### src/motion_irq_pkg.sv
// Shared constants and types of the motion event interrupt unit.
// Assumes one 25 MHz clock and a sensor core that delivers samples on that clock.
package motion_irq_pkg;

  // ----------------------------------------------------------------
  // Register offsets of the internal register port.
  // ----------------------------------------------------------------
  localparam logic [5:0] ADDR_TAP_THRESHOLD = 6'h1D;
  localparam logic [5:0] ADDR_TAP_MAX_LENGTH = 6'h21;
  localparam logic [5:0] ADDR_TAP_GAP_TIME = 6'h22;
  localparam logic [5:0] ADDR_SECOND_TAP_SPAN = 6'h23;
  localparam logic [5:0] ADDR_ACTIVITY_THRESHOLD = 6'h24;
  localparam logic [5:0] ADDR_INACTIVITY_THRESHOLD = 6'h25;
  localparam logic [5:0] ADDR_INACTIVITY_TIME = 6'h26;
  localparam logic [5:0] ADDR_MOTION_AXIS_CONTROL = 6'h27;
  localparam logic [5:0] ADDR_FALL_THRESHOLD = 6'h28;
  localparam logic [5:0] ADDR_FALL_TIME = 6'h29;
  localparam logic [5:0] ADDR_IRQ_ENABLE = 6'h2E;
  localparam logic [5:0] ADDR_IRQ_ROUTING = 6'h2F;
  localparam logic [5:0] ADDR_IRQ_SOURCE = 6'h30;
  localparam logic [5:0] ADDR_OUTPUT_FORMAT = 6'h31;
  localparam logic [5:0] ADDR_DATA_FIRST = 6'h32;
  localparam logic [5:0] ADDR_DATA_LAST = 6'h37;

  // ----------------------------------------------------------------
  // Field positions and reset value.
  // ----------------------------------------------------------------
  localparam int BIT_DATA_READY = 7;
  localparam int BIT_SINGLE_TAP = 6;
  localparam int BIT_DOUBLE_TAP = 5;
  localparam int BIT_ACTIVITY = 4;
  localparam int BIT_INACTIVITY = 3;
  localparam int BIT_FREE_FALL = 2;
  localparam int BIT_INVERT = 5;
  localparam int ACT_AXIS_LSB = 4;
  localparam int INACT_AXIS_LSB = 0;
  localparam logic [7:0] REG_RESET = 8'h00;
  localparam int MAG_SHIFT = 4;

  // ----------------------------------------------------------------
  // Timing: base tick and units derived from it.
  // ----------------------------------------------------------------
  localparam int CLK_PERIOD_NS = 40;
  localparam int FAST_TICK_NS = 625000;
  localparam int FAST_TICK_CYCLES = FAST_TICK_NS / CLK_PERIOD_NS;
  localparam int GAP_UNIT_NS = 1250000;
  localparam int GAP_UNIT_TICKS = GAP_UNIT_NS / FAST_TICK_NS;
  localparam int FALL_UNIT_NS = 5000000;
  localparam int FALL_UNIT_TICKS = FALL_UNIT_NS / FAST_TICK_NS;
  localparam int INACT_UNIT_NS = 1000000000;
  localparam int INACT_UNIT_TICKS = INACT_UNIT_NS / FAST_TICK_NS;

  // One acceleration sample, three signed axes.
  typedef struct packed {
    logic signed [15:0] z;
    logic signed [15:0] y;
    logic signed [15:0] x;
  } sample_s;

endpackage

### src/dwell_timer.sv
// Dwell timer: fires once when a condition has held longer than a limit.
// Assumes the condition and the tick are on the same clock as this module.
`timescale 1ns/1ns
module dwell_timer
  import motion_irq_pkg::*;
#(
  parameter int UNIT_TICKS = 8
) (
  // Clock and reset.
  input wire logic clk_i,
  input wire logic rst_i,
  // Timing and condition.
  input wire logic tick_i,
  input wire logic cond_i,
  input wire logic [7:0] limit_i,
  // Result.
  output logic fire_o
);

  localparam int SW = $clog2(UNIT_TICKS + 1);

  if (UNIT_TICKS < 1) begin : g_chk
    $error("dwell_timer needs UNIT_TICKS of at least one");
  end

  logic [SW-1:0] sub, next_sub; // Ticks inside the current unit.
  logic [8:0] units, next_units; // Whole units elapsed, saturating.
  logic done, next_done; // Blocks a second fire in one dwell.
  logic next_fire;

  // Counting restarts whenever the condition drops, so only an unbroken dwell counts.
  always_comb begin
    next_sub = sub;
    next_units = units;
    next_done = done;
    next_fire = 1'b0;
    if (!cond_i) begin
      next_sub = '0;
      next_units = '0;
      next_done = 1'b0;
    end else if (!done && tick_i) begin
      if (sub == SW'(UNIT_TICKS - 1)) begin
        next_sub = '0;
        next_units = units + 9'd1;
      end else begin
        next_sub = sub + SW'(1);
      end
      if (next_units > {1'b0, limit_i}) begin
        next_fire = 1'b1;
        next_done = 1'b1;
      end
    end
  end

  // Registers only.
  always_ff @(posedge clk_i) begin
    if (rst_i) begin
      sub <= '0;
      units <= '0;
      done <= 1'b0;
      fire_o <= 1'b0;
    end else begin
      sub <= next_sub;
      units <= next_units;
      done <= next_done;
      fire_o <= next_fire;
    end
  end

endmodule

### src/tap_sequencer.sv
// Tap sequencer: single and double tap detection from a threshold level.
// Assumes above_i is a level refreshed per sample, and tick_i is the fast tick.
`timescale 1ns/1ns
module tap_sequencer
  import motion_irq_pkg::*;
(
  // Clock and reset.
  input wire logic clk_i,
  input wire logic rst_i,
  // Inputs.
  input wire logic tick_i,
  input wire logic above_i,
  input wire logic [7:0] max_len_i,
  input wire logic [7:0] gap_i,
  input wire logic [7:0] span_i,
  // One-cycle event pulses.
  output logic single_o,
  output logic double_o
);

  typedef enum logic [2:0] {TAP_IDLE, TAP_FIRST, TAP_GAP, TAP_SPAN, TAP_SECOND, TAP_WAIT_LOW} tap_e;

  tap_e state, next_state;
  logic [9:0] cnt, next_cnt; // Fast ticks in the current phase.
  logic next_single, next_double;

  // A tap is a rise above threshold that falls again before the max length.
  always_comb begin
    next_state = state;
    next_cnt = tick_i ? cnt + 10'd1 : cnt;
    next_single = 1'b0;
    next_double = 1'b0;
    case (state)
      TAP_IDLE: begin
        next_cnt = '0;
        if (above_i && max_len_i != 8'h00) next_state = TAP_FIRST;
      end
      TAP_FIRST: begin
        if (!above_i) begin
          next_single = 1'b1;
          next_cnt = '0;
          next_state = (span_i != 8'h00) ? TAP_GAP : TAP_IDLE;
        end else if (cnt >= {2'b00, max_len_i}) begin
          next_state = TAP_WAIT_LOW;
        end
      end
      TAP_GAP: begin
        // The second tap may not begin before the gap has passed.
        if (cnt >= {1'b0, gap_i, 1'b0}) begin
          next_cnt = '0;
          next_state = TAP_SPAN;
        end
      end
      TAP_SPAN: begin
        if (above_i) begin
          next_cnt = '0;
          next_state = TAP_SECOND;
        end else if (cnt >= {1'b0, span_i, 1'b0}) begin
          next_state = TAP_IDLE;
        end
      end
      TAP_SECOND: begin
        if (!above_i) begin
          next_double = 1'b1;
          next_state = TAP_IDLE;
        end else if (cnt >= {2'b00, max_len_i}) begin
          next_state = TAP_WAIT_LOW;
        end
      end
      TAP_WAIT_LOW: begin
        // A too-long event is not a tap; wait for it to end.
        if (!above_i) next_state = TAP_IDLE;
      end
      default: next_state = TAP_IDLE;
    endcase
  end

  // Registers only.
  always_ff @(posedge clk_i) begin
    if (rst_i) begin
      state <= TAP_IDLE;
      cnt <= '0;
      single_o <= 1'b0;
      double_o <= 1'b0;
    end else begin
      state <= next_state;
      cnt <= next_cnt;
      single_o <= next_single;
      double_o <= next_double;
    end
  end

endmodule

### src/motion_event_interrupt_unit.sv
// Interrupt logic of a three-axis motion sensor: event detection, flags, pins.
// Assumes a sensor core and a serial register engine on the same 25 MHz clock.
`timescale 1ns/1ns
module motion_event_interrupt_unit
  import motion_irq_pkg::*;
#(
  parameter int TICK_CYCLES = FAST_TICK_CYCLES
) (
  // Clock and reset.
  input wire logic CLK_I,
  input wire logic RST_I,
  // Samples from the sensor core.
  input wire logic SAMPLE_VALID_I,
  input wire sample_s SAMPLE_I,
  // Register port from the serial interface engine.
  input wire logic [5:0] REG_ADDR_I,
  input wire logic REG_WR_I,
  input wire logic [7:0] REG_WDATA_I,
  input wire logic REG_RD_I,
  output logic [7:0] REG_RDATA_O,
  // Interrupt pins.
  output logic FIRST_IRQ_PIN_O,
  output logic SECOND_IRQ_PIN_O
);

  localparam int TW = $clog2(TICK_CYCLES + 1);

  // ----------------------------------------------------------------
  // Elaboration checks.
  // ----------------------------------------------------------------
  if (TICK_CYCLES < 1) begin : g_chk
    $error("TICK_CYCLES must be at least one");
  end

  // ----------------------------------------------------------------
  // Configuration registers.
  // ----------------------------------------------------------------
  logic [7:0] tap_threshold, next_tap_threshold; // Tap level.
  logic [7:0] tap_max_length, next_tap_max_length; // Longest tap, in fast ticks.
  logic [7:0] tap_gap_time, next_tap_gap_time; // Gap before a second tap.
  logic [7:0] second_tap_span, next_second_tap_span; // Window for a second tap.
  logic [7:0] activity_threshold, next_activity_threshold;
  logic [7:0] inactivity_threshold, next_inactivity_threshold;
  logic [7:0] inactivity_time, next_inactivity_time; // Seconds.
  logic [7:0] motion_axis_control, next_motion_axis_control;
  logic [7:0] fall_threshold, next_fall_threshold;
  logic [7:0] fall_time, next_fall_time; // Units of 5 ms.
  logic [7:0] irq_enable, next_irq_enable;
  logic [7:0] irq_routing, next_irq_routing; // One selects the second pin.
  logic [7:0] output_format, next_output_format;

  // Software writes land here; writes to read-only or unmapped offsets are dropped.
  always_comb begin
    next_tap_threshold = tap_threshold;
    next_tap_max_length = tap_max_length;
    next_tap_gap_time = tap_gap_time;
    next_second_tap_span = second_tap_span;
    next_activity_threshold = activity_threshold;
    next_inactivity_threshold = inactivity_threshold;
    next_inactivity_time = inactivity_time;
    next_motion_axis_control = motion_axis_control;
    next_fall_threshold = fall_threshold;
    next_fall_time = fall_time;
    next_irq_enable = irq_enable;
    next_irq_routing = irq_routing;
    next_output_format = output_format;
    if (REG_WR_I) begin
      case (REG_ADDR_I)
        ADDR_TAP_THRESHOLD: next_tap_threshold = REG_WDATA_I;
        ADDR_TAP_MAX_LENGTH: next_tap_max_length = REG_WDATA_I;
        ADDR_TAP_GAP_TIME: next_tap_gap_time = REG_WDATA_I;
        ADDR_SECOND_TAP_SPAN: next_second_tap_span = REG_WDATA_I;
        ADDR_ACTIVITY_THRESHOLD: next_activity_threshold = REG_WDATA_I;
        ADDR_INACTIVITY_THRESHOLD: next_inactivity_threshold = REG_WDATA_I;
        ADDR_INACTIVITY_TIME: next_inactivity_time = REG_WDATA_I;
        ADDR_MOTION_AXIS_CONTROL: next_motion_axis_control = REG_WDATA_I;
        ADDR_FALL_THRESHOLD: next_fall_threshold = REG_WDATA_I;
        ADDR_FALL_TIME: next_fall_time = REG_WDATA_I;
        ADDR_IRQ_ENABLE: next_irq_enable = REG_WDATA_I;
        ADDR_IRQ_ROUTING: next_irq_routing = REG_WDATA_I;
        ADDR_OUTPUT_FORMAT: next_output_format = REG_WDATA_I;
        default: next_tap_threshold = tap_threshold;
      endcase
    end
  end

  // Registers only; every field clears on reset.
  always_ff @(posedge CLK_I) begin
    if (RST_I) begin
      tap_threshold <= REG_RESET;
      tap_max_length <= REG_RESET;
      tap_gap_time <= REG_RESET;
      second_tap_span <= REG_RESET;
      activity_threshold <= REG_RESET;
      inactivity_threshold <= REG_RESET;
      inactivity_time <= REG_RESET;
      motion_axis_control <= REG_RESET;
      fall_threshold <= REG_RESET;
      fall_time <= REG_RESET;
      irq_enable <= REG_RESET;
      irq_routing <= REG_RESET;
      output_format <= REG_RESET;
    end else begin
      tap_threshold <= next_tap_threshold;
      tap_max_length <= next_tap_max_length;
      tap_gap_time <= next_tap_gap_time;
      second_tap_span <= next_second_tap_span;
      activity_threshold <= next_activity_threshold;
      inactivity_threshold <= next_inactivity_threshold;
      inactivity_time <= next_inactivity_time;
      motion_axis_control <= next_motion_axis_control;
      fall_threshold <= next_fall_threshold;
      fall_time <= next_fall_time;
      irq_enable <= next_irq_enable;
      irq_routing <= next_irq_routing;
      output_format <= next_output_format;
    end
  end

  // ----------------------------------------------------------------
  // Fast time base.
  // ----------------------------------------------------------------
  logic [TW-1:0] pre, next_pre; // Prescaler of the 625 us tick.
  logic tick, next_tick; // One-cycle tick pulse.

  // The prescaler is free running so every timer shares one phase.
  always_comb begin
    next_tick = 1'b0;
    next_pre = pre + TW'(1);
    if (pre == TW'(TICK_CYCLES - 1)) begin
      next_pre = '0;
      next_tick = 1'b1;
    end
  end

  // Registers only.
  always_ff @(posedge CLK_I) begin
    if (RST_I) begin
      pre <= '0;
      tick <= 1'b0;
    end else begin
      pre <= next_pre;
      tick <= next_tick;
    end
  end

  // ----------------------------------------------------------------
  // Sample capture and threshold comparison.
  // ----------------------------------------------------------------
  sample_s data, next_data; // Sample shown at the data registers.
  logic [2:0] tap_hi, next_tap_hi; // Per axis: above tap level.
  logic [2:0] act_hi, next_act_hi; // Per axis: above activity level.
  logic [2:0] inact_lo, next_inact_lo; // Per axis: below inactivity level.
  logic [2:0] fall_lo, next_fall_lo; // Per axis: below fall level.
  logic [7:0] mag [3]; // Scaled magnitude per axis.
  logic [15:0] axis_val [3];

  // Scaled, saturated magnitude; comparisons are always dc-coupled.
  function automatic logic [7:0] magnitude(input logic [15:0] v);
    logic [15:0] a;
    logic [15:0] s;
    a = v[15] ? 16'(-v) : v;
    s = a >> MAG_SHIFT;
    magnitude = (|s[15:8]) ? 8'hFF : s[7:0];
  endfunction

  assign axis_val[0] = SAMPLE_I.x;
  assign axis_val[1] = SAMPLE_I.y;
  assign axis_val[2] = SAMPLE_I.z;

  // Each axis is compared against every threshold at once, so all detectors run in parallel.
  for (genvar a = 0; a < 3; a++) begin : g_axis
    assign mag[a] = magnitude(axis_val[a]);
    assign next_tap_hi[a] = SAMPLE_VALID_I ? (mag[a] > tap_threshold) : tap_hi[a];
    assign next_act_hi[a] = SAMPLE_VALID_I ? (mag[a] > activity_threshold) : act_hi[a];
    assign next_inact_lo[a] = SAMPLE_VALID_I ? (mag[a] < inactivity_threshold) : inact_lo[a];
    assign next_fall_lo[a] = SAMPLE_VALID_I ? (mag[a] < fall_threshold) : fall_lo[a];
  end

  assign next_data = SAMPLE_VALID_I ? SAMPLE_I : data;

  // Registers only.
  always_ff @(posedge CLK_I) begin
    if (RST_I) begin
      data <= '0;
      tap_hi <= '0;
      act_hi <= '0;
      inact_lo <= '0;
      fall_lo <= '0;
    end else begin
      data <= next_data;
      tap_hi <= next_tap_hi;
      act_hi <= next_act_hi;
      inact_lo <= next_inact_lo;
      fall_lo <= next_fall_lo;
    end
  end

  // ----------------------------------------------------------------
  // Event detectors.
  // ----------------------------------------------------------------
  logic [2:0] act_axes; // Axes taking part in activity.
  logic [2:0] inact_axes; // Axes taking part in inactivity.
  logic act_cond; // Any enabled axis above.
  logic inact_cond; // All enabled axes below.
  logic fall_cond; // All three axes below.
  logic act_seen; // Sample taken last cycle.
  logic single_evt, double_evt, inact_evt, fall_evt;

  assign act_axes = motion_axis_control[ACT_AXIS_LSB +: 3];
  assign inact_axes = motion_axis_control[INACT_AXIS_LSB +: 3];
  assign act_cond = |(act_hi & act_axes);
  // With no axis enabled the inactivity detector stays idle instead of firing at once.
  assign inact_cond = (|inact_axes) && ((inact_lo & inact_axes) == inact_axes);
  assign fall_cond = &fall_lo;

  // Activity is judged on each fresh sample, one cycle after capture.
  always_ff @(posedge CLK_I) begin
    if (RST_I) begin
      act_seen <= 1'b0;
    end else begin
      act_seen <= SAMPLE_VALID_I;
    end
  end

  tap_sequencer u_tap (
    .clk_i(CLK_I),
    .rst_i(RST_I),
    .tick_i(tick),
    .above_i(|tap_hi),
    .max_len_i(tap_max_length),
    .gap_i(tap_gap_time),
    .span_i(second_tap_span),
    .single_o(single_evt),
    .double_o(double_evt)
  );

  // Seconds per unit: 8-bit limit reaches 255 s.
  dwell_timer #(
    .UNIT_TICKS(INACT_UNIT_TICKS)
  ) u_inact (
    .clk_i(CLK_I),
    .rst_i(RST_I),
    .tick_i(tick),
    .cond_i(inact_cond),
    .limit_i(inactivity_time),
    .fire_o(inact_evt)
  );

  // 5 ms per unit: 8-bit limit stays within 1.28 s.
  dwell_timer #(
    .UNIT_TICKS(FALL_UNIT_TICKS)
  ) u_fall (
    .clk_i(CLK_I),
    .rst_i(RST_I),
    .tick_i(tick),
    .cond_i(fall_cond),
    .limit_i(fall_time),
    .fire_o(fall_evt)
  );

  // ----------------------------------------------------------------
  // Latched flags and clearing reads.
  // ----------------------------------------------------------------
  logic [7:0] src, next_src; // Latched event flags.
  logic [7:0] set_vec; // Events arriving this cycle.
  logic [7:0] clr_vec; // Flags a read clears this cycle.

  always_comb begin
    set_vec = '0;
    set_vec[BIT_DATA_READY] = SAMPLE_VALID_I;
    set_vec[BIT_SINGLE_TAP] = single_evt;
    set_vec[BIT_DOUBLE_TAP] = double_evt;
    set_vec[BIT_ACTIVITY] = act_seen && act_cond;
    set_vec[BIT_INACTIVITY] = inact_evt;
    set_vec[BIT_FREE_FALL] = fall_evt;
    clr_vec = '0;
    // Reading the last data byte consumes the sample, so no unread sample remains.
    if (REG_RD_I && REG_ADDR_I == ADDR_DATA_LAST) begin
      clr_vec[BIT_DATA_READY] = 1'b1;
    end
    if (REG_RD_I && REG_ADDR_I == ADDR_IRQ_SOURCE) begin
      clr_vec = 8'h7C;
    end
    // An event in the clearing cycle survives: set wins over clear.
    next_src = set_vec | (src & ~clr_vec);
  end

  // Registers only.
  always_ff @(posedge CLK_I) begin
    if (RST_I) begin
      src <= '0;
    end else begin
      src <= next_src;
    end
  end

  // ----------------------------------------------------------------
  // Register read path.
  // ----------------------------------------------------------------
  logic [7:0] next_rdata;
  logic [47:0] data_bytes; // Data registers, x low byte first.

  assign data_bytes = {data.z, data.y, data.x};

  // Read data is registered and valid the cycle after the read strobe.
  always_comb begin
    next_rdata = 8'h00;
    if (REG_RD_I) begin
      case (REG_ADDR_I)
        ADDR_TAP_THRESHOLD: next_rdata = tap_threshold;
        ADDR_TAP_MAX_LENGTH: next_rdata = tap_max_length;
        ADDR_TAP_GAP_TIME: next_rdata = tap_gap_time;
        ADDR_SECOND_TAP_SPAN: next_rdata = second_tap_span;
        ADDR_ACTIVITY_THRESHOLD: next_rdata = activity_threshold;
        ADDR_INACTIVITY_THRESHOLD: next_rdata = inactivity_threshold;
        ADDR_INACTIVITY_TIME: next_rdata = inactivity_time;
        ADDR_MOTION_AXIS_CONTROL: next_rdata = motion_axis_control;
        ADDR_FALL_THRESHOLD: next_rdata = fall_threshold;
        ADDR_FALL_TIME: next_rdata = fall_time;
        ADDR_IRQ_ENABLE: next_rdata = irq_enable;
        ADDR_IRQ_ROUTING: next_rdata = irq_routing;
        ADDR_IRQ_SOURCE: next_rdata = src;
        ADDR_OUTPUT_FORMAT: next_rdata = output_format;
        default: begin
          if (REG_ADDR_I >= ADDR_DATA_FIRST && REG_ADDR_I <= ADDR_DATA_LAST) begin
            next_rdata = data_bytes[8 * (REG_ADDR_I - ADDR_DATA_FIRST) +: 8];
          end
        end
      endcase
    end
  end

  // Registers only.
  always_ff @(posedge CLK_I) begin
    if (RST_I) begin
      REG_RDATA_O <= 8'h00;
    end else begin
      REG_RDATA_O <= next_rdata;
    end
  end

  // ----------------------------------------------------------------
  // Interrupt pins.
  // ----------------------------------------------------------------
  logic [7:0] live; // Latched and enabled.
  logic next_first, next_second;

  // Any number of routed events may share a pin; the pins are registered from flags, enable, routing and invert only.
  always_comb begin
    live = src & irq_enable;
    next_first = (|(live & ~irq_routing)) ^ output_format[BIT_INVERT];
    next_second = (|(live & irq_routing)) ^ output_format[BIT_INVERT];
  end

  // Registers only; reset leaves both pins inactive and active high.
  always_ff @(posedge CLK_I) begin
    if (RST_I) begin
      FIRST_IRQ_PIN_O <= 1'b0;
      SECOND_IRQ_PIN_O <= 1'b0;
    end else begin
      FIRST_IRQ_PIN_O <= next_first;
      SECOND_IRQ_PIN_O <= next_second;
    end
  end

endmodule

### config.mk
export PLATFORM = sky130hd
export DESIGN_NAME = motion_event_interrupt_unit
export DESIGN_NICKNAME = d
export VERILOG_FILES = /design/src/motion_irq_pkg.sv /design/src/dwell_timer.sv /design/src/tap_sequencer.sv /design/src/motion_event_interrupt_unit.sv
export SDC_FILE = /design/constraint.sdc
export NUM_CORES = 1
export LEC_CHECK = 0
export ABC_AREA = 1
export BUFFER_PORTS_ARGS = -buffer_cell sky130_fd_sc_hd__buf_2
export CAP_MARGIN = 0
export CORE_ASPECT_RATIO = 0.8
export CORE_UTILIZATION = 55
export DETAILED_ROUTE_END_ITERATION = 8
export PLACE_DENSITY = 0.74
export SLEW_MARGIN = 0
export SYNTH_ARGS = -nofsm -noshare
export SYNTH_HDL_FRONTEND = slang
export SYNTH_SLANG_ARGS = --single-unit
### constraint.sdc
create_clock -name CLK_I -period 3.06 [get_ports CLK_I]
set_input_delay 0.459 -clock CLK_I [delete_from_list [all_inputs] [get_ports CLK_I]]
set_output_delay 0.459 -clock CLK_I [all_outputs]
set_load 0.05 [all_outputs]
==> metrics.txt <==
status=finished, final reports clean; Max Buffers Root-to-Sink=3; period utilisation layout=0.927; Critical Path RT=3.51 ns; HP Class=input port to register; initial antenna violation count=1; drt wl/cell=18.0 µm; Reg clk slew, reported paths=~0.06 ns; Port Buffers=76; die height=148 µm; largest family of logic cells by synthesized area=compound AO/OA/AOI/OAI gates; Synth top area share=0.340; Post-Route WL=44800 µm; dpl hpwl=33300 µm; syn avg cell area=7.09 µm²; Total Power=7450 µW; asr flop ratio synth=0; Worst Skew=around 0.028 ns; worst skew pair latency=0.56 ns; post-route setup slack=about 0.22 ns; DRC=0; Main synth FF type=dfxtp_1; largest net degree at the start of global routing=between 80 and 90; fill cell count=2337; vias in the first global route=13000; Relative slew margins=0.479; Post-synth EDFFs=0; Synth area leaders=dfxtp_1 34%, ha_1 12%, a21oi_1 8.8%, o21ai_0 8.1%, inv_1 7.4%; Achievable Freq=between 0.3 and 0.4 GHz; FP Rows=52; Die Wd=184 µm; Slew Limit Fails=0; syn_nets=2266; drt first pass iters=6; Area Overhead vs Synth=11.1%; Final GP Congestion=0.965; mux contribution to synthesized area=0; Setup Viol. Count Final=0; peak supply drop=0.447 mV; Critical Path Start Type=register; Final ANT Viol Nets=0; initial DRC count=around 1700; share of layout cells above drive strength 1=0.0796; htree depth=1; sequential-to-total area share from yosys stat=0.340; placed cell count=2436; first-pass GRT wire length=70000 µm; P_leak=a little under 0.007 µW; Max Cap Viol=0; I/O Pins=77; Synth Area in Compound Gates=0.226; CTS sink count=248; Finished Layout Cells=about 2500; post-synthesis simple-gate area fraction=0.194; crit path time final=2.84 ns; GRT Total Usage=0.328; DIE AREA=approximately 0.027 mm²; final instance area=roughly 0.016 mm²; Initial Utilization=0.569; CTS tree=built; Core Area=about 0.026 mm²; synthesized-area fraction occupied by adder cells=0.118; Worst Tran Pin Value=0.773 ns; pre-CTS WS=-0.0157 ns; placed cell areas=0.0153 mm²; CTS root buf=clkbuf_16; leading area contributor after synthesis=dfxtp_1; critical path arrival=~3.3 ns; Hold Buf Count CTS=0; nets=2321; Power Dens Cells=459 mW/mm²; Crit Path Max Fanout=7; XOR/XNOR Fraction of Synth Area=0.0276; synthesized cell area=~0.015 mm²; critical path class=register to register; endpoints failing hold=0; Via Count=~14000; GRT overflow=0; post-synthesis cell type count=53; number of synthesis warnings=0; FF+latch count, synth=about 250; RSZ-0062 raised after global routing=no; CTS Buf Count=27; critical path capture point type=register; Post-Syn Instances=~2100; routed vias/inst=5.80
[path summary, 6_finish.rpt]
check	depth (start not counted)	slack, ns	start	to
worst max-delay path	17	0.22	u_inact.sub[9]	u_inact.done
worst min-delay path	3	0.18	SAMPLE_I[32]	data[32]
worst max register to register	17	0.22	u_inact.sub[9]	u_inact.done
worst min register to register	2	0.46	motion_axis_control[7]	motion_axis_control[7]
[cell type report]
class | instances | area (µm²) | area share
multi-input combinational | 1447 | 8280 | 0.510
tap | 351 | 439 | 0.0271
antenna | 1 | 2.50 | 0.000154
sequential | 248 | 4960 | 0.306
clock inverter | 11 | 168 | 0.0103
clock buffer | 37 | 733 | 0.0452
timing repair buffer | 95 | 536 | 0.0330
inverter | 297 | 1120 | 0.0687
[kinds of logic after synthesis]
family	count (synthesis)
xor gates and xnor gates	46
buffers and inverters	366
adders and majority gates	138
DFF	248
AOI/OAI and AO/OA	606
and+or+nand+nor	657
[registers in the layout, summed over array words and instances (netlist names), 9 cells and up]
signal,cells
u_fall.units,9
data,48
u_inact.units,9
u_tap.cnt,10
u_inact.sub,11
pre,14
[timing repair]
item,CTS,global route
setup endpoints to repair,0,2
buffers inserted,0,2
gates resized for setup,0,4
[worst max-delay path: stages (launching register included)]
cell and delay, ns:
dfxtp_1 0.35, inv_2 0.05, nor2_1 0.09, inv_1 0.08, nor4_2 0.21, nand2_2 0.20, nor3_2 0.19, nand3_1 0.15
nor3_2 0.15, xor2_1 0.23, inv_1 0.07, ha_1 0.30, nand2_1 0.05, nor3_1 0.21, nor2_1 0.05, o21ai_0 0.08
a21oi_1 0.11, a21o_1 0.18
[cells in the mapped netlist, drive strengths merged, types with 2 or more instances]
library cell  instances
a21o                  3
clkinv                2
o21bai                4
a2111oi               8
inv                 295
clkbuf               58
o221ai                8
o22ai                37
a211oi                5
nand3                77
buf                  11
nand2               281
o21ai               247
xor2                 32
ha                  138
o2111ai               3
a21oi               259
a21boi                2
xnor2                14
or2                   2
nand4                26
a31oi                 4
o211ai               10
nor3b                 7
nor3                 32
nor2                210
dfxtp               248
nand3b                3
a221oi                5
a22oi                 6
nor4                 15
[cell usage in the layout, fill, tap and decap left out, types with 7 or more instances in the layout]
cell       instances
buf_2             76
nor3b_1            7
o221ai_1           7
xor2_1            32
nand3_1           76
nor2_1           201
buf_4             18
dfxtp_1          248
o21ai_0          237
nor4_1            14
xnor2_1           14
nor3_1            27
a21oi_1          258
ha_1             138
nand2_1          277
o22ai_1           37
o211ai_1          10
nand4_1           26
clkbuf_16         27
inv_1            288
clkbuf_1           8
o21ai_1            7
a2111oi_0          7
[power by group]
part           switching [µW]  total [µW]  internal, µW  leakage [µW]
combinational             506         739           233       0.00433
clock                    1360        3370          2010      0.000434
sequential               42.3        3340          3300       0.00201
[per-layer routing]
| layer | vias up | global-route usage | share of wire |
|---|---|---|---|
| li1 | 7073 | - | - |
| met1 | 6578 | 0.473 | 0.45 |
| met2 | 673 | 0.472 | 0.41 |
| met3 | 101 | 0.0840 | 0.11 |
| met4 | 0 | 0.111 | 0.032 |
| met5 | - | 0 | 0 |
[metrics by stage]
step,util,hold slack [ns],TNS [ns]
floorplan,-,0.413,0
global placement,0.595,0.428,0
CTS,0.630,0.189,0
finish,0.632,0.184,0
detailed placement,0.595,0.444,-0.0157
global route,0.632,0.210,0
Power figures use the tool's default switching activity.
